==> src/ddc_pkg.sv <==
// package: command codes, field layout and reset values for the dual dac command decoder
package ddc_pkg;
    localparam int FRAME_BITS = 16;
    localparam int CODE_BITS = 10;
    localparam int CMD_MSB = 15;
    localparam int CMD_LSB = 12;
    localparam int CODE_MSB = 11;
    localparam int CODE_LSB = 2;
    localparam int SEL_MSB = 1;
    localparam int SEL_LSB = 0;
    localparam int PD_BOTH_BIT = 4;
    localparam int PD_CHB_BIT = 2;
    localparam logic [3:0] CMD_LOAD_A = 4'h0;
    localparam logic [3:0] CMD_LOAD_B = 4'h1;
    localparam logic [3:0] CMD_HOLD_A = 4'h4;
    localparam logic [3:0] CMD_HOLD_B = 4'h5;
    localparam logic [3:0] CMD_XFER_A = 4'h8;
    localparam logic [3:0] CMD_XFER_B = 4'h9;
    localparam logic [3:0] CMD_LOAD_AB = 4'hC;
    localparam logic [3:0] CMD_HOLD_AB = 4'hD;
    localparam logic [3:0] CMD_XFER_AB = 4'hE;
    localparam logic [3:0] CMD_POWER = 4'hF;
    typedef enum logic [1:0] {
        DDC_PD_AWAKE = 2'b00,
        DDC_PD_FLOAT = 2'b01,
        DDC_PD_1K = 2'b10,
        DDC_PD_100K = 2'b11
    } ddc_pd_e;
    localparam ddc_pd_e PD_RESET = DDC_PD_100K;
    localparam logic [9:0] CODE_RESET = 10'h000;
    localparam logic [4:0] BITCNT_RESET = 5'h00;
endpackage

==> src/ddc_decoder.sv <==
// dual dac serial command decoder: frame capture, register pair per channel, power-down
//
// Function
// - a frame is 16 bits msb first: 4 command bits, 10 code bits, then 2 power-down select bits.
// - codes 0000 and 0001 load the code straight into the dac register of channel a or b.
// - codes 0100 and 0101 load only the input register of channel a or b.
// - codes 1000 and 1001 copy the input register of channel a or b into its dac register.
// - code 1100 loads the code straight into both dac registers.
// - code 1101 loads the code into both input registers only.
// - code 1110 copies both input registers into both dac registers at once.
// - code 1111 is power control; data bit 2 picks both, else data bit 0 picks b over a.
// - select 00 wakes, 01 floats, 10 ends in 1k and 11 ends in 100k for the targeted outputs.
// - the code is straight binary, output equals reference times code over 1024.
// - a frame starts at chip select falling, bits sampled on falling sclk, acted on at bit 16.
// - chip select rising before the frame completes discards the partial word.
// - reset clears all registers and powers both channels down with 100k termination.
`timescale 1ns/1ns
module ddc_decoder
    import ddc_pkg::*;
#(
    parameter int WIDTH = CODE_BITS
) (
    // clock and reset
    input wire logic core_clk,
    input wire logic srst,
    // serial pins, asynchronous to core_clk
    input wire logic cs_n,
    input wire logic sclk,
    input wire logic din,
    // channel a converter drive
    output logic [WIDTH-1:0] channel_a_output,
    output logic [1:0] channel_a_powerdown,
    output logic [WIDTH-1:0] channel_a_input_reg,
    // channel b converter drive
    output logic [WIDTH-1:0] channel_b_output,
    output logic [1:0] channel_b_powerdown,
    output logic [WIDTH-1:0] channel_b_input_reg,
    // status
    output logic frame_done
);
    // elaboration checks: the field layout must match the port widths
    if (WIDTH != CODE_BITS) begin : g_bad_width
        $error("ddc_decoder: WIDTH must equal the 10-bit code field");
    end
    if (CODE_MSB - CODE_LSB + 1 != WIDTH) begin : g_bad_code
        $error("ddc_decoder: code field position does not match WIDTH");
    end
    if (CMD_MSB != FRAME_BITS - 1 || SEL_LSB != 0) begin : g_bad_frame
        $error("ddc_decoder: frame layout does not fill the shift register");
    end
    if (FRAME_BITS >= 32) begin : g_bad_count
        $error("ddc_decoder: bit counter is only five bits wide");
    end

    // two-flop synchronisers; first stage read only by second
    logic [2:0] sync1_q;
    logic [2:0] sync2_q;
    logic cs_n_prev_q;
    logic sclk_prev_q;
    always_ff @(posedge core_clk) begin
        if (srst) begin
            sync1_q <= '1;
            sync2_q <= '1;
        end else begin
            sync1_q <= {cs_n, sclk, din};
            sync2_q <= sync1_q;
        end
    end

    // edge history; reset high so a select idling high gives no false edge
    always_ff @(posedge core_clk) begin
        if (srst) begin
            cs_n_prev_q <= 1'b1;
            sclk_prev_q <= 1'b1;
        end else begin
            cs_n_prev_q <= sync2_q[2];
            sclk_prev_q <= sync2_q[1];
        end
    end

    logic cs_low;
    logic cs_fall;
    logic sclk_fall;
    assign cs_low = ~sync2_q[2];
    assign cs_fall = cs_n_prev_q & ~sync2_q[2];
    assign sclk_fall = sclk_prev_q & ~sync2_q[1];

    // shift register and bit counter; count stops at 16 so later clocks are ignored
    logic [FRAME_BITS-1:0] shift_q;
    logic [4:0] bitcnt_q;
    logic word_ready;
    assign word_ready = cs_low && sclk_fall && (bitcnt_q == 5'(FRAME_BITS - 1));
    always_ff @(posedge core_clk) begin
        if (srst || !cs_low || cs_fall) begin
            bitcnt_q <= BITCNT_RESET;
            shift_q <= '0;
        end else if (sclk_fall && bitcnt_q != 5'(FRAME_BITS)) begin
            shift_q <= {shift_q[FRAME_BITS-2:0], sync2_q[0]};
            bitcnt_q <= bitcnt_q + 5'h01;
        end
    end

    // full word including the bit arriving this cycle
    logic [FRAME_BITS-1:0] word;
    logic [3:0] command_field;
    logic [WIDTH-1:0] code_field;
    logic [1:0] powerdown_state_select;
    assign word = {shift_q[FRAME_BITS-2:0], sync2_q[0]};
    assign command_field = word[CMD_MSB:CMD_LSB];
    assign code_field = word[CODE_MSB:CODE_LSB];
    assign powerdown_state_select = word[SEL_MSB:SEL_LSB];

    localparam int CHANNELS = 2;

    // per-channel strobes, bit 0 is channel a and bit 1 is channel b
    logic [CHANNELS-1:0] hold_hit;
    logic [CHANNELS-1:0] load_hit;
    logic [CHANNELS-1:0] xfer_hit;
    logic [CHANNELS-1:0] pd_hit;
    // decode is gated by word_ready, so a cut frame strobes nothing
    always_comb begin
        hold_hit = '0;
        load_hit = '0;
        xfer_hit = '0;
        if (word_ready) begin
            unique case (command_field)
                CMD_LOAD_A: begin
                    load_hit = 2'b01;
                end
                CMD_LOAD_B: begin
                    load_hit = 2'b10;
                end
                CMD_HOLD_A: begin
                    hold_hit = 2'b01;
                end
                CMD_HOLD_B: begin
                    hold_hit = 2'b10;
                end
                CMD_XFER_A: begin
                    xfer_hit = 2'b01;
                end
                CMD_XFER_B: begin
                    xfer_hit = 2'b10;
                end
                CMD_LOAD_AB: begin
                    load_hit = 2'b11;
                end
                CMD_HOLD_AB: begin
                    hold_hit = 2'b11;
                end
                CMD_XFER_AB: begin
                    xfer_hit = 2'b11;
                end
                default: ;
            endcase
        end
    end

    // power targets; only state flops change, codes are kept
    // data bits 9 to 3 of a power command are never looked at
    logic pd_cmd;
    assign pd_cmd = word_ready && (command_field == CMD_POWER);
    assign pd_hit[0] = pd_cmd & (word[PD_BOTH_BIT] | ~word[PD_CHB_BIT]);
    assign pd_hit[1] = pd_cmd & (word[PD_BOTH_BIT] | word[PD_CHB_BIT]);

    // one register pair and power state per channel
    // flops live in the generate block so each has one driver
    for (genvar ch = 0; ch < CHANNELS; ch++) begin : g_chan
        logic [WIDTH-1:0] input_q;
        logic [WIDTH-1:0] dac_q;
        logic [1:0] pd_q;

        // input register
        always_ff @(posedge core_clk) begin
            if (srst) begin
                input_q <= CODE_RESET;
            end else if (hold_hit[ch]) begin
                input_q <= code_field;
            end
        end

        // dac register; a transfer takes the value held before this frame
        always_ff @(posedge core_clk) begin
            if (srst) begin
                dac_q <= CODE_RESET;
            end else if (load_hit[ch]) begin
                dac_q <= code_field;
            end else if (xfer_hit[ch]) begin
                dac_q <= input_q;
            end
        end

        // power state
        always_ff @(posedge core_clk) begin
            if (srst) begin
                pd_q <= PD_RESET;
            end else if (pd_hit[ch]) begin
                pd_q <= powerdown_state_select;
            end
        end
    end

    // ports straight from the channel flops
    assign channel_a_input_reg = g_chan[0].input_q;
    assign channel_a_output = g_chan[0].dac_q;
    assign channel_a_powerdown = g_chan[0].pd_q;

    assign channel_b_input_reg = g_chan[1].input_q;
    assign channel_b_output = g_chan[1].dac_q;
    assign channel_b_powerdown = g_chan[1].pd_q;

    // one-cycle pulse when a full word was acted on
    always_ff @(posedge core_clk) begin
        if (srst) begin
            frame_done <= 1'b0;
        end else begin
            frame_done <= word_ready;
        end
    end
endmodule

==> config.mk <==
export PLATFORM = sky130hd
export DESIGN_NAME = ddc_decoder
export DESIGN_NICKNAME = d
export VERILOG_FILES = /design/src/ddc_pkg.sv /design/src/ddc_decoder.sv
export SDC_FILE = /design/constraint.sdc
export NUM_CORES = 1
export LEC_CHECK = 0
export BUFFER_PORTS_ARGS = -buffer_cell sky130_fd_sc_hd__clkbuf_2
export CAP_MARGIN = 0
export CORE_MARGIN = 2
export CORE_UTILIZATION = 55
export CTS_BUF_LIST = sky130_fd_sc_hd__clkbuf_4 sky130_fd_sc_hd__clkbuf_8
export CTS_CLUSTER_DIAMETER = 60
export DETAILED_ROUTE_END_ITERATION = 8
export PLACE_DENSITY = 0.78
export SYNTH_ARGS = -nofsm -noshare
export SYNTH_HDL_FRONTEND = slang
export SYNTH_SLANG_ARGS = --single-unit
==> constraint.sdc <==
create_clock -name core_clk -period 2.7 [get_ports core_clk]
set_clock_uncertainty 0.05 [all_clocks]
set_input_delay 0.54 -clock core_clk [delete_from_list [all_inputs] [get_ports core_clk]]
set_output_delay 0.54 -clock core_clk [all_outputs]
set_load 0.02 [all_outputs]
== Word level (Yosys, flattened, before mapping) ==
Cells that the tools add are included.

* $add $sub $neg: 1
* Equality and inequality tests: 11
* Mux-type cells: 10
* Bitwise gates (word level): 9
* Reduce and logical (&&, ||, !) cells: 9

{| class="wikitable"
|+ Operators by type and width
! kind !! number
|-
| two-way mux 10 bit || 4
|-
| equality test 4 bit (second input constant) || 6
|-
| one-hot mux 2 bit (3 select lines) || 3
|-
| equality test 4 x 3 -> 1 bit (second input constant) || 2
|-
| two-way mux 2 bit || 3
|-
| adder 5 x 1 -> 5 bit (second input constant) || 1
|-
| equality test 5 x 4 -> 1 bit (second input constant) || 1
|-
| inequality test 5 bit (second input constant) || 1
|-
| AND 1 bit || 4
|-
| equality test 4 x 1 -> 1 bit (second input constant) || 1
|-
| logical AND 1 bit || 4
|-
| zero test 4 bit || 1
|-
| nonzero test 2 bit || 2
|-
| inverter 1 bit || 3
|-
| logical OR 1 bit || 2
|-
| OR 1 bit || 2
|}

* Bits in registers: 73
* Input bits: 5
* Output and inout port bits: 45
* Logic and storage cells: 53

== Longest topological paths before layout ==
* Word-level depth: 7
* Gate-level depth with buffers: 9

== Worst setup path after synthesis ==
Ideal clock, no wire load.

* Path kind: register -> register
* Start point: register bitcnt_q[0]
* End point: register g_chan[0].dac_q[0] (netlist: channel_a_output[0])
* Library setup time: 0.086 ns
* Arrival: 2.043 ns
* Required time: 2.564 ns
* Setup slack: 0.522 ns
* Stages on the path, launching flop included: 10
* Path buffers: 2
* Period minus slack after synthesis: 2.178 ns
* Path through: dfxtp_1 -> ha_1 -> and3_1 -> ha_1 -> nand4bb_1 -> buf_4 -> or4_1 -> buf_2 -> mux2i_1 -> a211oi_1

* Word-level cells in the longest chain between the ends: 4
* Elaborated cells on any way between the ends: 6
* Those cells by class: eq/ne (1); mux (3); reduce/logical (2)

{| class="wikitable"
|+ Ends and longest elaborated chain
! element !! RTL line !! source
|-
| start: declaration || ddc_decoder.sv:90 || <nowiki>logic [4:0] bitcnt_q;</nowiki>
|-
| start signal: assignment || ddc_decoder.sv:99 || <nowiki>bitcnt_q <= bitcnt_q + 5'h01;</nowiki>
|-
| equality test 5 x 4 -> 1 bit (*) || ddc_decoder.sv:92 || <nowiki>assign word_ready = cs_low && sclk_fall && (bitcnt_q == 5'(FRAME_BITS - 1));</nowiki>
|-
| logical AND 1 bit (*) || ddc_decoder.sv:92 ||
|-
| two-way mux 2 bit || ddc_decoder.sv:125 || <nowiki>if (word_ready) begin</nowiki>
|-
| two-way mux 10 bit / nonzero test 2 bit (equally long branches) || -- ||
|-
| end signal: assignment || ddc_decoder.sv:187 || <nowiki>dac_q <= code_field;</nowiki>
|-
| end signal: assignment || ddc_decoder.sv:189 || <nowiki>dac_q <= input_q;</nowiki>
|-
| end: declaration || ddc_decoder.sv:170 || <nowiki>logic [WIDTH-1:0] dac_q;</nowiki>
|}

Mark *: on every way between the ends. The rest lies on a longest branch, timed or not.
A chain may end at the register's enable or synchronous reset.

== Worst setup path in the final report ==
* Start point: register bitcnt_q[0]
* End point: register g_chan[0].dac_q[1] (netlist: channel_a_output[1])

The elaborated chain is that of the path after synthesis.

==> impl_metrics.env <==
export IMPL_first_pass_iters=4
export IMPL_holdBufCountCts=0
export IMPL_cp_data_arrival_time_ps=2600
export IMPL_async_reset_ff_frac=0
export IMPL_synth_main_ff_cell="dfxtp_1"
export IMPL_ys_top_cells_by_count="73 x dfxtp_1, 62 x nor2_1, 55 x mux2i_1"
export IMPL_cap_violations=0
export IMPL_grt_pass1_wl_um=9270
export IMPL_start_util=0.578
export IMPL_core_um2=5170
export IMPL_clock_sinks=73
export IMPL_worstPathCellList="ha_1 > and3_1 > ha_1 > nand4bb_1 > or4_1 > mux2i_1 > a211oi_1"
export IMPL_synth_top_cell_area_share=0.489
export IMPL_n_antenna_cell=0
export IMPL_drive_above_1_share=0.286
export IMPL_clk_latency_ps=330
export IMPL_clkPwrFrac=0.431
export IMPL_place_port_buffers=49
export IMPL_synth_xor_area_frac=0.0147
export IMPL_switching_share=0.198
export IMPL_syn_area_per_cell_um2=10.4
export IMPL_drc=0
export IMPL_peakVddDrop_mv=0.449
export IMPL_relSlewSlack=0.556
export IMPL_fin_setup_tns_ps=0
export IMPL_io_pins=50
export IMPL_post_cts_resized=0
export IMPL_synth_top_family_by_area="multiplexers"
export IMPL_min_from="din"
export IMPL_startpoint_type="flop"
export IMPL_fmax_mhz=417
export IMPL_drt_iter0_markers=84
export IMPL_cpPeakStageDelay_ps=790
export IMPL_synth_edff_count=0
export IMPL_leakage_uw=0.00138
export IMPL_synth_simple_area_share=0.151
export IMPL_cts_made_buffers=9
export IMPL_wl_per_cell_um=13.3
export IMPL_crit_type="reg -> reg"
export IMPL_fin_cells=406
export IMPL_grt_pass1_vias=2016
export IMPL_cpMostUsedCell="ha_1"
export IMPL_grt_start_max_net_pins=54
export IMPL_dieArea_um2=6040
export IMPL_htree_levels=3
export IMPL_cts_tree="yes"
export IMPL_clk_path_buf_depth=2
export IMPL_synth_distinct_cells=32
export IMPL_status="finished, final reports clean"
export IMPL_switchingPower_uw=389
export IMPL_critical_path_slowest_cell="or4_1"
export IMPL_antenna_found_initial=0
export IMPL_area_growth_pct=15.0
export IMPL_syn_nets=295
export IMPL_regMostFlops="shift_q"
export IMPL_ys_top_cells_by_area="dfxtp_1 49%, mux2i_1 18%, nor2_1 7.8%"
export IMPL_overflow=0
export IMPL_synth_seq_area_share=0.489
export IMPL_hold_path_class="in -> reg"
export IMPL_synth_seq_cells=73
export IMPL_row_count=26
export IMPL_cp_num_buf_inv=0
export IMPL_p_int_uw=1570
export IMPL_nNetsFinal=340
export IMPL_whs_ps=331
export IMPL_crit_family="simple AND/OR/NAND/NOR gates"
export IMPL_root_buffer="clkbuf_8"
export IMPL_period_needed_ps=2400
export IMPL_worstPathMaxFanout=10
export IMPL_ant_nets=0
export IMPL_grt_usage=0.195
export IMPL_p_seq_frac=0.552
export IMPL_numPlacedInstances=391
export IMPL_yosys_warnings=0
export IMPL_cts_setup_buffers=0
export IMPL_vias=2096
export IMPL_worstSetupStartpoint="bitcnt_q[0]$_SDFFE_PP0P_"
export IMPL_syn_inst=287
export IMPL_worstReg2RegStart="bitcnt_q[0]$_SDFFE_PP0P_"
export IMPL_end_kind="flop"
export IMPL_maxSlewViolCount=0
export IMPL_required_ps=2900
export IMPL_finalHoldViolations=0
export IMPL_largest_reg_flops=15
export IMPL_rsz0062_at_grt="false"
export IMPL_synth_compound_area_frac=0.0929
export IMPL_yosys_area_share_adder=0.0126
export IMPL_synth_most_common_cell="dfxtp_1"
export IMPL_period_share=0.889
export IMPL_yosysTopAreaCell="dfxtp_1"
export IMPL_worst_pin_slew_ps=666
export IMPL_setup_viol=0
export IMPL_rrSetupSlack_ps=300
export IMPL_chipWidth_um=77.7
export IMPL_gp_congestion=0.854
export IMPL_wl_um=5400
export IMPL_via_per_inst=5.16
export IMPL_clk_pin_slew_worst_paths_ps=70
export IMPL_power_density_nw_per_um2=571
export IMPL_syn_area_um2=2990
export IMPL_p_comb_frac=0.017
export IMPL_hpwl_um=3590
export IMPL_die_h_um=77.7
export IMPL_yosys_mux_area_fraction=0.184
==> layout make-up <==
type,count,area [um^2]
inverter,3,11.3
fill,422,1730
clock buffer,12,159
clock inverter,3,40.0
sequential,73,1460
timing repair buffer,57,305
multi-input combinational,188,1370
tap,70,87.6
==> cells by family (layout without fill, tap and decap cells) <==
| family | count (synthesis) | in the layout |
|---|---|---|
| AND/OR/NAND/NOR | 95 | 95 |
| flip-flops | 73 | 73 |
| multiplexers | 55 | 55 |
| AO/OA/AOI/OAI | 30 | 30 |
| buffers and inverters | 26 | 75 |
| XOR/XNOR | 5 | 5 |
| adder cells (fa/ha/maj) | 3 | 3 |
==> final timing paths <==
path	end	cells after the start
worst max-delay path	channel_a_output[1]$_SDFFE_PP0P_	7
worst max register to register	channel_a_output[1]$_SDFFE_PP0P_	7
worst min-delay path	sync1_q[0]$_SDFF_PP1_	2
worst min register to register	sync2_q[1]$_SDFF_PP1_	1
==> power groups by stage <==
stage	Clock, uW	Sequential (uW)	Combinational [uW]
after global routing	918	1080	35.6
after floorplan	0	1110	28.3
after CTS	866	1080	33.0
after detailed placement	0	1110	33.1
final	846	1080	32.6
after global placement	0	1110	33.0
==> stage by stage <==
step / util / instance area (um^2) / setup slack (ps) / power [uW]
floorplan: - / 2990 / 522 / 1140
global placement: 0.626 / 3240 / 406 / 1140
detailed placement: 0.626 / 3240 / 282 / 1140
CTS: 0.665 / 3440 / 269 / 1980
global route: 0.665 / 3440 / 146 / 2040
finish: 0.665 / 3440 / 301 / 1960
==> routing by layer <==
| layer | global-route usage | part of all wire | vias up |
|---|---|---|---|
| li1 | - | - | 1075 |
| met1 | 0.254 | 0.49 | 972 |
| met2 | 0.304 | 0.45 | 41 |
| met3 | 0.0535 | 0.042 | 8 |
| met4 | 0.0821 | 0.015 | 0 |
| met5 | 0 | 0 | - |
==> layout by cell type (no fill, tap or decap), types with 3 or more instances in the layout <==
master     n
dfxtp_1   73
nor2_1    62
mux2i_1   55
clkbuf_2  49
a211oi_2  12
a211oi_1  11
clkbuf_8  11
or2_2      9
buf_4      8
nor2b_1    6
a211o_1    4
xor2_1     4
inv_1      3
ha_1       3
Power figures use the tool's default switching activity.
